## src/acp_pkg.sv

```systemverilog
/*
  Constants shared by the card host port: state codes, pin reset values and cycle counts.
  Assumes a single 250 MHz clock domain.
*/
package acp_pkg;

  // ===========================================================================
  // Timing
  localparam int unsigned CLK_PERIOD_NS   = 4;
  localparam int unsigned SETUP_TIME_NS   = 30;
  localparam int unsigned STROBE_TIME_NS  = 70;
  localparam int unsigned RESET_TIME_NS   = 400;
  localparam logic [7:0]  SETUP_CYCLES    = 8'((SETUP_TIME_NS + CLK_PERIOD_NS - 1) / CLK_PERIOD_NS);
  localparam logic [7:0]  STROBE_CYCLES   = 8'((STROBE_TIME_NS + CLK_PERIOD_NS - 1) / CLK_PERIOD_NS);
  localparam logic [7:0]  RESET_CYCLES    = 8'((RESET_TIME_NS + CLK_PERIOD_NS - 1) / CLK_PERIOD_NS);

  // ===========================================================================
  // Reset values of pin outputs
  localparam logic        PIN_IDLE        = 1'b1;
  localparam logic [2:0]  ADDR_RESET      = 3'h0;
  localparam logic [15:0] DATA_RESET      = 16'h0000;

  // ===========================================================================
  // Access sequencer
  typedef enum logic [2:0] {
    ACP_IDLE   = 3'b000,
    ACP_SETUP  = 3'b001,
    ACP_STROBE = 3'b010,
    ACP_WAIT   = 3'b011,
    ACP_DONE   = 3'b100,
    ACP_RESET  = 3'b101
  } acp_state_e;

endpackage

```

## src/acp_host_port.sv

```systemverilog
/*
  Pin logic toward a removable storage card in native ATA mode: selects, register
  address, strobes, 16-bit data with byte-wide task-file accesses, reset, detect.
  Assumes pin inputs are already synchronous to clk_i; the pad ring resolves the
  data bus from the output enable (low = driving).
*/
`timescale 1ns/1ps

module acp_host_port
  import acp_pkg::*;
(
  input  wire logic        clk_i,
  input  wire logic        nrst_i,
  input  wire logic        req_i,
  input  wire logic        req_write_i,
  input  wire logic        req_data_i,
  input  wire logic        req_alt_i,
  input  wire logic [2:0]  req_addr_i,
  input  wire logic [15:0] req_wdata_i,
  input  wire logic        reset_card_i,
  output logic             busy_o,
  output logic             done_o,
  output logic [15:0]      rdata_o,
  output logic             intr_pending_o,
  output logic             card_inserted_o,
  output logic             ata_select_b_n_o,
  output logic             taskfile_select_n_o,
  output logic             reg_addr_bit2_o,
  output logic             reg_addr_bit1_o,
  output logic             reg_addr_bit0_o,
  output logic             card_read_strobe_n_o,
  output logic             card_write_strobe_n_o,
  output logic             card_reset_n_o,
  input  wire logic [15:0] card_data_i,
  output logic [15:0]      card_data_o,
  output logic             card_data_oe_n_o,
  input  wire logic        card_intr_req_i,
  input  wire logic        card_io_ready_i,
  input  wire logic        card_present_a_n_i,
  input  wire logic        card_present_b_n_i
);

  // ===========================================================================
  // State
  acp_state_e  state_r,    state_nxt;
  logic [7:0]  cnt_r,      cnt_nxt;
  logic        write_r,    write_nxt;
  logic        data_r,     data_nxt;
  logic        cs0_n_r,    cs0_n_nxt;
  logic        cs1_n_r,    cs1_n_nxt;
  logic [2:0]  addr_r,     addr_nxt;
  logic        rd_n_r,     rd_n_nxt;
  logic        wr_n_r,     wr_n_nxt;
  logic        rst_n_r,    rst_n_nxt;
  logic [15:0] dout_r,     dout_nxt;
  logic        oe_n_r,     oe_n_nxt;
  logic [15:0] rdata_r,    rdata_nxt;
  logic        done_r,     done_nxt;
  logic        intr_r,     intr_nxt;
  logic        present_r,  present_nxt;
  logic        busy_r,     busy_nxt;
  logic        present;
  // Byte-wide task-file accesses see only the low lane; the high byte reads zero
  function automatic logic [15:0] lane_mask(input logic full, input logic [15:0] v);
    lane_mask = full ? v : {8'h00, v[7:0]};
  endfunction

  // ===========================================================================
  // Next state
  always_comb begin
    present     = ~card_present_a_n_i & ~card_present_b_n_i;
    state_nxt   = state_r;
    cnt_nxt     = cnt_r;
    write_nxt   = write_r;
    data_nxt    = data_r;
    cs0_n_nxt   = cs0_n_r;
    cs1_n_nxt   = cs1_n_r;
    addr_nxt    = addr_r;
    rd_n_nxt    = rd_n_r;
    wr_n_nxt    = wr_n_r;
    rst_n_nxt   = rst_n_r;
    dout_nxt    = dout_r;
    oe_n_nxt    = oe_n_r;
    rdata_nxt   = rdata_r;
    done_nxt    = 1'b0;
    intr_nxt    = card_intr_req_i & present;
    present_nxt = present;
    case (state_r)
      ACP_IDLE: begin
        cs0_n_nxt = PIN_IDLE;
        cs1_n_nxt = PIN_IDLE;
        oe_n_nxt  = PIN_IDLE;
        rst_n_nxt = PIN_IDLE;
        if (!present) begin  // No card: nothing starts, outputs rest
        end else if (reset_card_i) begin
          rst_n_nxt = 1'b0;
          cnt_nxt   = RESET_CYCLES;
          state_nxt = ACP_RESET;
        end else if (req_i) begin
          write_nxt = req_write_i;
          data_nxt  = req_data_i;
          addr_nxt  = req_addr_i;
          cs0_n_nxt = req_alt_i;
          cs1_n_nxt = ~req_alt_i;
          dout_nxt  = lane_mask(req_data_i, req_wdata_i);
          oe_n_nxt  = ~req_write_i;
          cnt_nxt   = SETUP_CYCLES;
          state_nxt = ACP_SETUP;
        end
      end
      ACP_SETUP: begin
        if (cnt_r > 8'h01) begin
          cnt_nxt = cnt_r - 8'h01;
        end else begin
          rd_n_nxt  = write_r;
          wr_n_nxt  = ~write_r;
          cnt_nxt   = STROBE_CYCLES;
          state_nxt = ACP_STROBE;
        end
      end
      ACP_STROBE: begin
        if (cnt_r > 8'h01) begin
          cnt_nxt = cnt_r - 8'h01;
        end else begin
          state_nxt = ACP_WAIT;
        end
      end
      ACP_WAIT: begin
        // Strobe is held for as long as the card holds ready low
        if (card_io_ready_i) begin
          if (!write_r) begin
            rdata_nxt = lane_mask(data_r, card_data_i);
          end
          rd_n_nxt  = PIN_IDLE;
          wr_n_nxt  = PIN_IDLE;
          state_nxt = ACP_DONE;
        end
      end
      ACP_DONE: begin
        cs0_n_nxt = PIN_IDLE;
        cs1_n_nxt = PIN_IDLE;
        oe_n_nxt  = PIN_IDLE;
        done_nxt  = 1'b1;
        state_nxt = ACP_IDLE;
      end
      ACP_RESET: begin
        if (cnt_r > 8'h01) begin
          cnt_nxt = cnt_r - 8'h01;
        end else begin
          rst_n_nxt = PIN_IDLE;
          done_nxt  = 1'b1;
          state_nxt = ACP_IDLE;
        end
      end
      default: begin
        state_nxt = ACP_IDLE;
      end
    endcase
    // Removal mid-cycle aborts at once; a stranded strobe could corrupt the next card
    if (!present && state_r != ACP_IDLE) begin
      state_nxt = ACP_IDLE;
      cs0_n_nxt = PIN_IDLE;
      cs1_n_nxt = PIN_IDLE;
      rd_n_nxt  = PIN_IDLE;
      wr_n_nxt  = PIN_IDLE;
      rst_n_nxt = PIN_IDLE;
      oe_n_nxt  = PIN_IDLE;
      done_nxt  = 1'b0;
    end
    busy_nxt = (state_nxt != ACP_IDLE);
  end

  // ===========================================================================
  // Registers
  always_ff @(posedge clk_i or negedge nrst_i) begin
    if (!nrst_i) begin
      state_r   <= ACP_IDLE;
      cnt_r     <= 8'h00;
      write_r   <= 1'b0;
      data_r    <= 1'b0;
      cs0_n_r   <= PIN_IDLE;
      cs1_n_r   <= PIN_IDLE;
      addr_r    <= ADDR_RESET;
      rd_n_r    <= PIN_IDLE;
      wr_n_r    <= PIN_IDLE;
      rst_n_r   <= PIN_IDLE;
      dout_r    <= DATA_RESET;
      oe_n_r    <= PIN_IDLE;
      rdata_r   <= DATA_RESET;
      done_r    <= 1'b0;
      intr_r    <= 1'b0;
      present_r <= 1'b0;
      busy_r    <= 1'b0;
    end else begin
      state_r   <= state_nxt;
      cnt_r     <= cnt_nxt;
      write_r   <= write_nxt;
      data_r    <= data_nxt;
      cs0_n_r   <= cs0_n_nxt;
      cs1_n_r   <= cs1_n_nxt;
      addr_r    <= addr_nxt;
      rd_n_r    <= rd_n_nxt;
      wr_n_r    <= wr_n_nxt;
      rst_n_r   <= rst_n_nxt;
      dout_r    <= dout_nxt;
      oe_n_r    <= oe_n_nxt;
      rdata_r   <= rdata_nxt;
      done_r    <= done_nxt;
      intr_r    <= intr_nxt;
      present_r <= present_nxt;
      busy_r    <= busy_nxt;
    end
  end

  assign busy_o                = busy_r;
  assign done_o                = done_r;
  assign rdata_o               = rdata_r;
  assign intr_pending_o        = intr_r;
  assign card_inserted_o       = present_r;
  assign ata_select_b_n_o      = cs1_n_r;
  assign taskfile_select_n_o   = cs0_n_r;
  assign reg_addr_bit2_o       = addr_r[2];
  assign reg_addr_bit1_o       = addr_r[1];
  assign reg_addr_bit0_o       = addr_r[0];
  assign card_read_strobe_n_o  = rd_n_r;
  assign card_write_strobe_n_o = wr_n_r;
  assign card_reset_n_o        = rst_n_r;
  assign card_data_o           = dout_r;
  assign card_data_oe_n_o      = oe_n_r;

  // ===========================================================================
  // Checks
  property p_sel_b_idle;
    @(posedge clk_i) disable iff (!nrst_i)
      (state_r == ACP_IDLE) |-> ata_select_b_n_o;
  endproperty
  a_sel_b_idle: assert property (p_sel_b_idle) else $error("select b low in idle");
  property p_tf_select;
    @(posedge clk_i) disable iff (!nrst_i)
      (state_r == ACP_IDLE && present && !reset_card_i && req_i && !req_alt_i)
      |=> !taskfile_select_n_o && ata_select_b_n_o;
  endproperty
  a_tf_select: assert property (p_tf_select) else $error("task-file select missed");
  property p_addr;
    @(posedge clk_i) disable iff (!nrst_i)
      (state_r == ACP_IDLE && present && !reset_card_i && req_i)
      |=> {reg_addr_bit2_o, reg_addr_bit1_o, reg_addr_bit0_o} == $past(req_addr_i);
  endproperty
  a_addr: assert property (p_addr) else $error("register address not presented");
  property p_intr;
    @(posedge clk_i) disable iff (!nrst_i)
      (card_intr_req_i && present) |=> intr_pending_o;
  endproperty
  a_intr: assert property (p_intr) else $error("interrupt request not reported");
  property p_lane;
    @(posedge clk_i) disable iff (!nrst_i)
      (state_r == ACP_SETUP && !data_r && !oe_n_r) |-> card_data_o[15:8] == 8'h00;
  endproperty
  a_lane: assert property (p_lane) else $error("task-file write drove high byte");
  property p_hold;
    @(posedge clk_i) disable iff (!nrst_i)
      (state_r == ACP_WAIT && !card_io_ready_i && present)
      |=> (state_r == ACP_WAIT) && !(card_read_strobe_n_o && card_write_strobe_n_o);
  endproperty
  a_hold: assert property (p_hold) else $error("strobe ended early");
  property p_present;
    @(posedge clk_i) disable iff (!nrst_i)
      (card_present_a_n_i || card_present_b_n_i) |=> !card_inserted_o;
  endproperty
  a_present: assert property (p_present) else $error("false card presence");
  property p_reset_len;
    @(posedge clk_i) disable iff (!nrst_i)
      $fell(card_reset_n_o) && present |-> !card_reset_n_o [*8];
  endproperty
  a_reset_len: assert property (p_reset_len) else $error("reset pulse too short");
  property p_strobes;
    @(posedge clk_i) disable iff (!nrst_i)
      !(card_read_strobe_n_o == 1'b0 && card_write_strobe_n_o == 1'b0);
  endproperty
  a_strobes: assert property (p_strobes) else $error("strobes overlap");
  property p_absent;
    @(posedge clk_i) disable iff (!nrst_i)
      !present |=> card_read_strobe_n_o && card_write_strobe_n_o && card_reset_n_o;
  endproperty
  a_absent: assert property (p_absent) else $error("outputs active with no card");
endmodule

```

## config.mk

```make
export PLATFORM = sky130hd
export DESIGN_NAME = acp_host_port
export DESIGN_NICKNAME = d
export VERILOG_FILES = /design/src/acp_pkg.sv /design/src/acp_host_port.sv
export SDC_FILE = /design/constraint.sdc
export NUM_CORES = 1
export LEC_CHECK = 0
export ABC_AREA = 1
export BUFFER_PORTS_ARGS = -buffer_cell sky130_fd_sc_hd__buf_2
export CORE_MARGIN = 1
export CORE_UTILIZATION = 54
export CTS_CLUSTER_SIZE = 28
export DETAILED_ROUTE_END_ITERATION = 6
export PLACE_DENSITY_LB_ADDON = 0.15
export SLEW_MARGIN = 20
export SYNTH_ARGS = -nofsm -noshare
export SYNTH_HDL_FRONTEND = slang
export SYNTH_SLANG_ARGS = --single-unit
```

## constraint.sdc

```tcl
create_clock -name clk_i -period 3.5 [get_ports clk_i]
set_input_delay 0.7 -clock clk_i [delete_from_list [all_inputs] [get_ports clk_i]]
set_output_delay 0.7 -clock clk_i [all_outputs]
set_load 0.005 [all_outputs]
```

==> flow_metrics.env <==
export IMPL_utilization_pct=71.6
export IMPL_dp_hpwl_um=4270
export IMPL_ir_drop_mv=0.439
export IMPL_antenna_left=0
export IMPL_synth_most_common_cell="nand2_1"
export IMPL_finClkSkew_ps=8.33
export IMPL_cts_buffers_inserted=9
export IMPL_yosysTopAreaCell="dfrtp_1"
export IMPL_dieHeight_um=73.1
export IMPL_cts_tree="built"
export IMPL_cts_path_max_buffers=2
export IMPL_place_ws_ps=1210
export IMPL_cts_hold_buf=0
export IMPL_viasPerCell=4.94
export IMPL_cts_clk_slew_worst_paths_ps=70
export IMPL_avgSynthCellArea_sq_um=8.08
export IMPL_path_cells="buf_2, nor2_2, nand3_1, nor2_4, inv_2, o32ai_1, inv_1"
export IMPL_io_buffers=90
export IMPL_post_cts_buffers=0
export IMPL_antenna_found_initial=0
export IMPL_synth_ff_type="dfrtp_1"
export IMPL_worstPathRequired_ps=3770
export IMPL_drive_gt1_share_pct=31.2
export IMPL_grt_setup_unrepaired="no"
export IMPL_syn_instance_count=338
export IMPL_tightest_slew_ps=651
export IMPL_cp_slowest_cell="nor2_4"
export IMPL_remaining_drc_errors=0
export IMPL_start_util_pct=57.1
export IMPL_slowest_delay_ps=460
export IMPL_synthTopCellsByCount="145 x nand2_1, 52 x dfrtp_1, 30 x nand3_1"
export IMPL_hold_class="input port to async pin"
export IMPL_synth_area_sq_um=2730
export IMPL_critical_path_class="input port to flop"
export IMPL_crit_end="taskfile_select_n_o"
export IMPL_slew_viol_final=0
export IMPL_place_congestion=0.850
export IMPL_finalSetupViolations=0
export IMPL_die_w_um=73.1
export IMPL_startpoint="card_present_b_n_i"
export IMPL_syn_nets=386
export IMPL_clock_latency_ps=340
export IMPL_grt_ovfl_total=0
export IMPL_fin_crit_sh_pct=55.7
export IMPL_ios=91
export IMPL_yosysSeqAreaShare_pct=53.4
export IMPL_tns_ps=0
export IMPL_cts_htree_levels=3
export IMPL_syn2layout_area_growth_pct=25.4
export IMPL_grt_pass1_vias=2256
export IMPL_track_usage_pct=24.8
export IMPL_num_rows=25
export IMPL_ctsResizeCount=0
export IMPL_drt_iter0_drc=118
export IMPL_p_leak_nw=1.99
export IMPL_ys_types=30
export IMPL_crit_arrival_ps=2220
export IMPL_ys_ff_latch=58
export IMPL_cp_max_fo=25
export IMPL_hold_viol=0
export IMPL_synth_edf_count=0
export IMPL_r2r_start="state_r[0]"
export IMPL_die_area_sq_um=5350
export IMPL_reg2reg_to="taskfile_select_n_o"
export IMPL_routed_wl_um=6050
export IMPL_max_cap_violations=0
export IMPL_synth_top_area_share_pct=47.6
export IMPL_nNetsFinal=479
export IMPL_vias=2487
export IMPL_synthArstFlopShare_pct=100
export IMPL_power_density_nw_per_um2=759
export IMPL_coreArea_sq_um=4790
export IMPL_r2r_slack_ps=1570
export IMPL_min_period_ps=1950
export IMPL_setup_ws_ps=1550
export IMPL_wire_per_inst_um=12.0
export IMPL_clock_sinks=58
export IMPL_startpoint_type="input port"
export IMPL_status="completed"
export IMPL_r2r_cells=6
export IMPL_relSlewSlack_pct=56.6
export IMPL_cts_root_buf="clkbuf_8"
export IMPL_synth_area_leaders="dfrtp_1 48%, nand2_1 20%, dfstp_2 5.8%"
export IMPL_n_antenna_cell=0
export IMPL_clock_fmax_mhz=513
export IMPL_grt_pass1_wl_um=9940
export IMPL_drt_pass1_iter_count=4
export IMPL_crit_path_end_kind="flop"
export IMPL_grt_start_max_net_pins=31
export IMPL_ys_warn_count=0
## final cells by class
type	count	area (sq um)
repair buffers	91	458
inverters	28	110
flip-flops and latches	58	1460
well taps	67	83.8
clock buffers	10	138
fillers	398	1360
clock inverters	6	66.3
multi-input cells	243	1110
## per-layer routing
layer	up-vias	GRT usage [%]	share of wire, %
met1	1143	31.9	46
li1	1248	-	-
met5	-	0	0
met4	0	13.1	2.3
met3	14	4.56	5.3
met2	82	39.8	46
## report_power, final
group / switching, mW / total, mW / internal, mW
Clock: 0.280 / 0.627 / 0.347
Sequential: 0.175 / 1.07 / 0.898
Combinational: 0.531 / 0.898 / 0.367
## through the flow
step	instances	total power [mW]	hold WS, ps	instance area (sq um)
after floorplan	338	1.66	404	2730
after global placement	487	1.95	447	3220
after detailed placement	487	1.98	454	3220
after CTS	503	2.61	406	3420
after global routing	503	2.80	448	3420
final	503	2.60	389	3420
## worst min-delay path by stage
stage | start | to | slack, ps
after global routing | nrst_i | rdata_o[8] | 450
after global placement | rdata_o[0] | rdata_o[0] | 450
after detailed placement | rdata_o[7] | rdata_o[7] | 450
after floorplan | nrst_i | addr_r[0] | 400
after CTS | nrst_i | rdata_o[5] | 410
final | nrst_i | rdata_o[5] | 390
## critical path: cells and delay by family
kind / cells / cell delay (ps)
AND/OR/NAND/NOR: 3 / 870
AO/OA/AOI/OAI: 1 / 180
buffers and inverters: 3 / 460
## flip-flops by register name, summed over array words and instances (netlist names), 3 cells and up
name         flops
addr_r           3
card_data_o     16
cnt_r            8
rdata_o         16
state_r          3
## cells by family (layout without fill, tap and decap cells)
family          count (synthesis)  in the layout  synth area share [%]
simple gates                  223            223                  35.3
flops                          58             58                  53.4
buf+inv                        37            135                  5.96
compound gates                 16             16                  3.76
fa+ha+maj                       2              2                 0.916
xor+xnor                        2              2                 0.641
## cells in the final DEF (no fill, tap or decap)
cell	n
clkinv_2	1
nor2_4	5
buf_2	90
clkinvlp_4	3
nand4_1	4
dfrtp_1	52
inv_1	21
buf_4	1
o32ai_1	1
bufinv_16	1
inv_2	6
dfstp_2	6
o21ai_1	1
a31oi_1	1
o21ai_0	5
nand2_4	1
clkbuf_8	10
nor3_1	2
nand2_2	4
nand2_1	145
a21oi_4	1
nor2_1	26
clkinv_4	2
nand4_2	1
a21boi_0	1
nand3_1	30
a21oi_2	1
nor2_2	3
nand3b_1	1
and2_1	1
xor2_1	2
ha_1	2
a21oi_1	5
(Power assumes the default switching activity.)
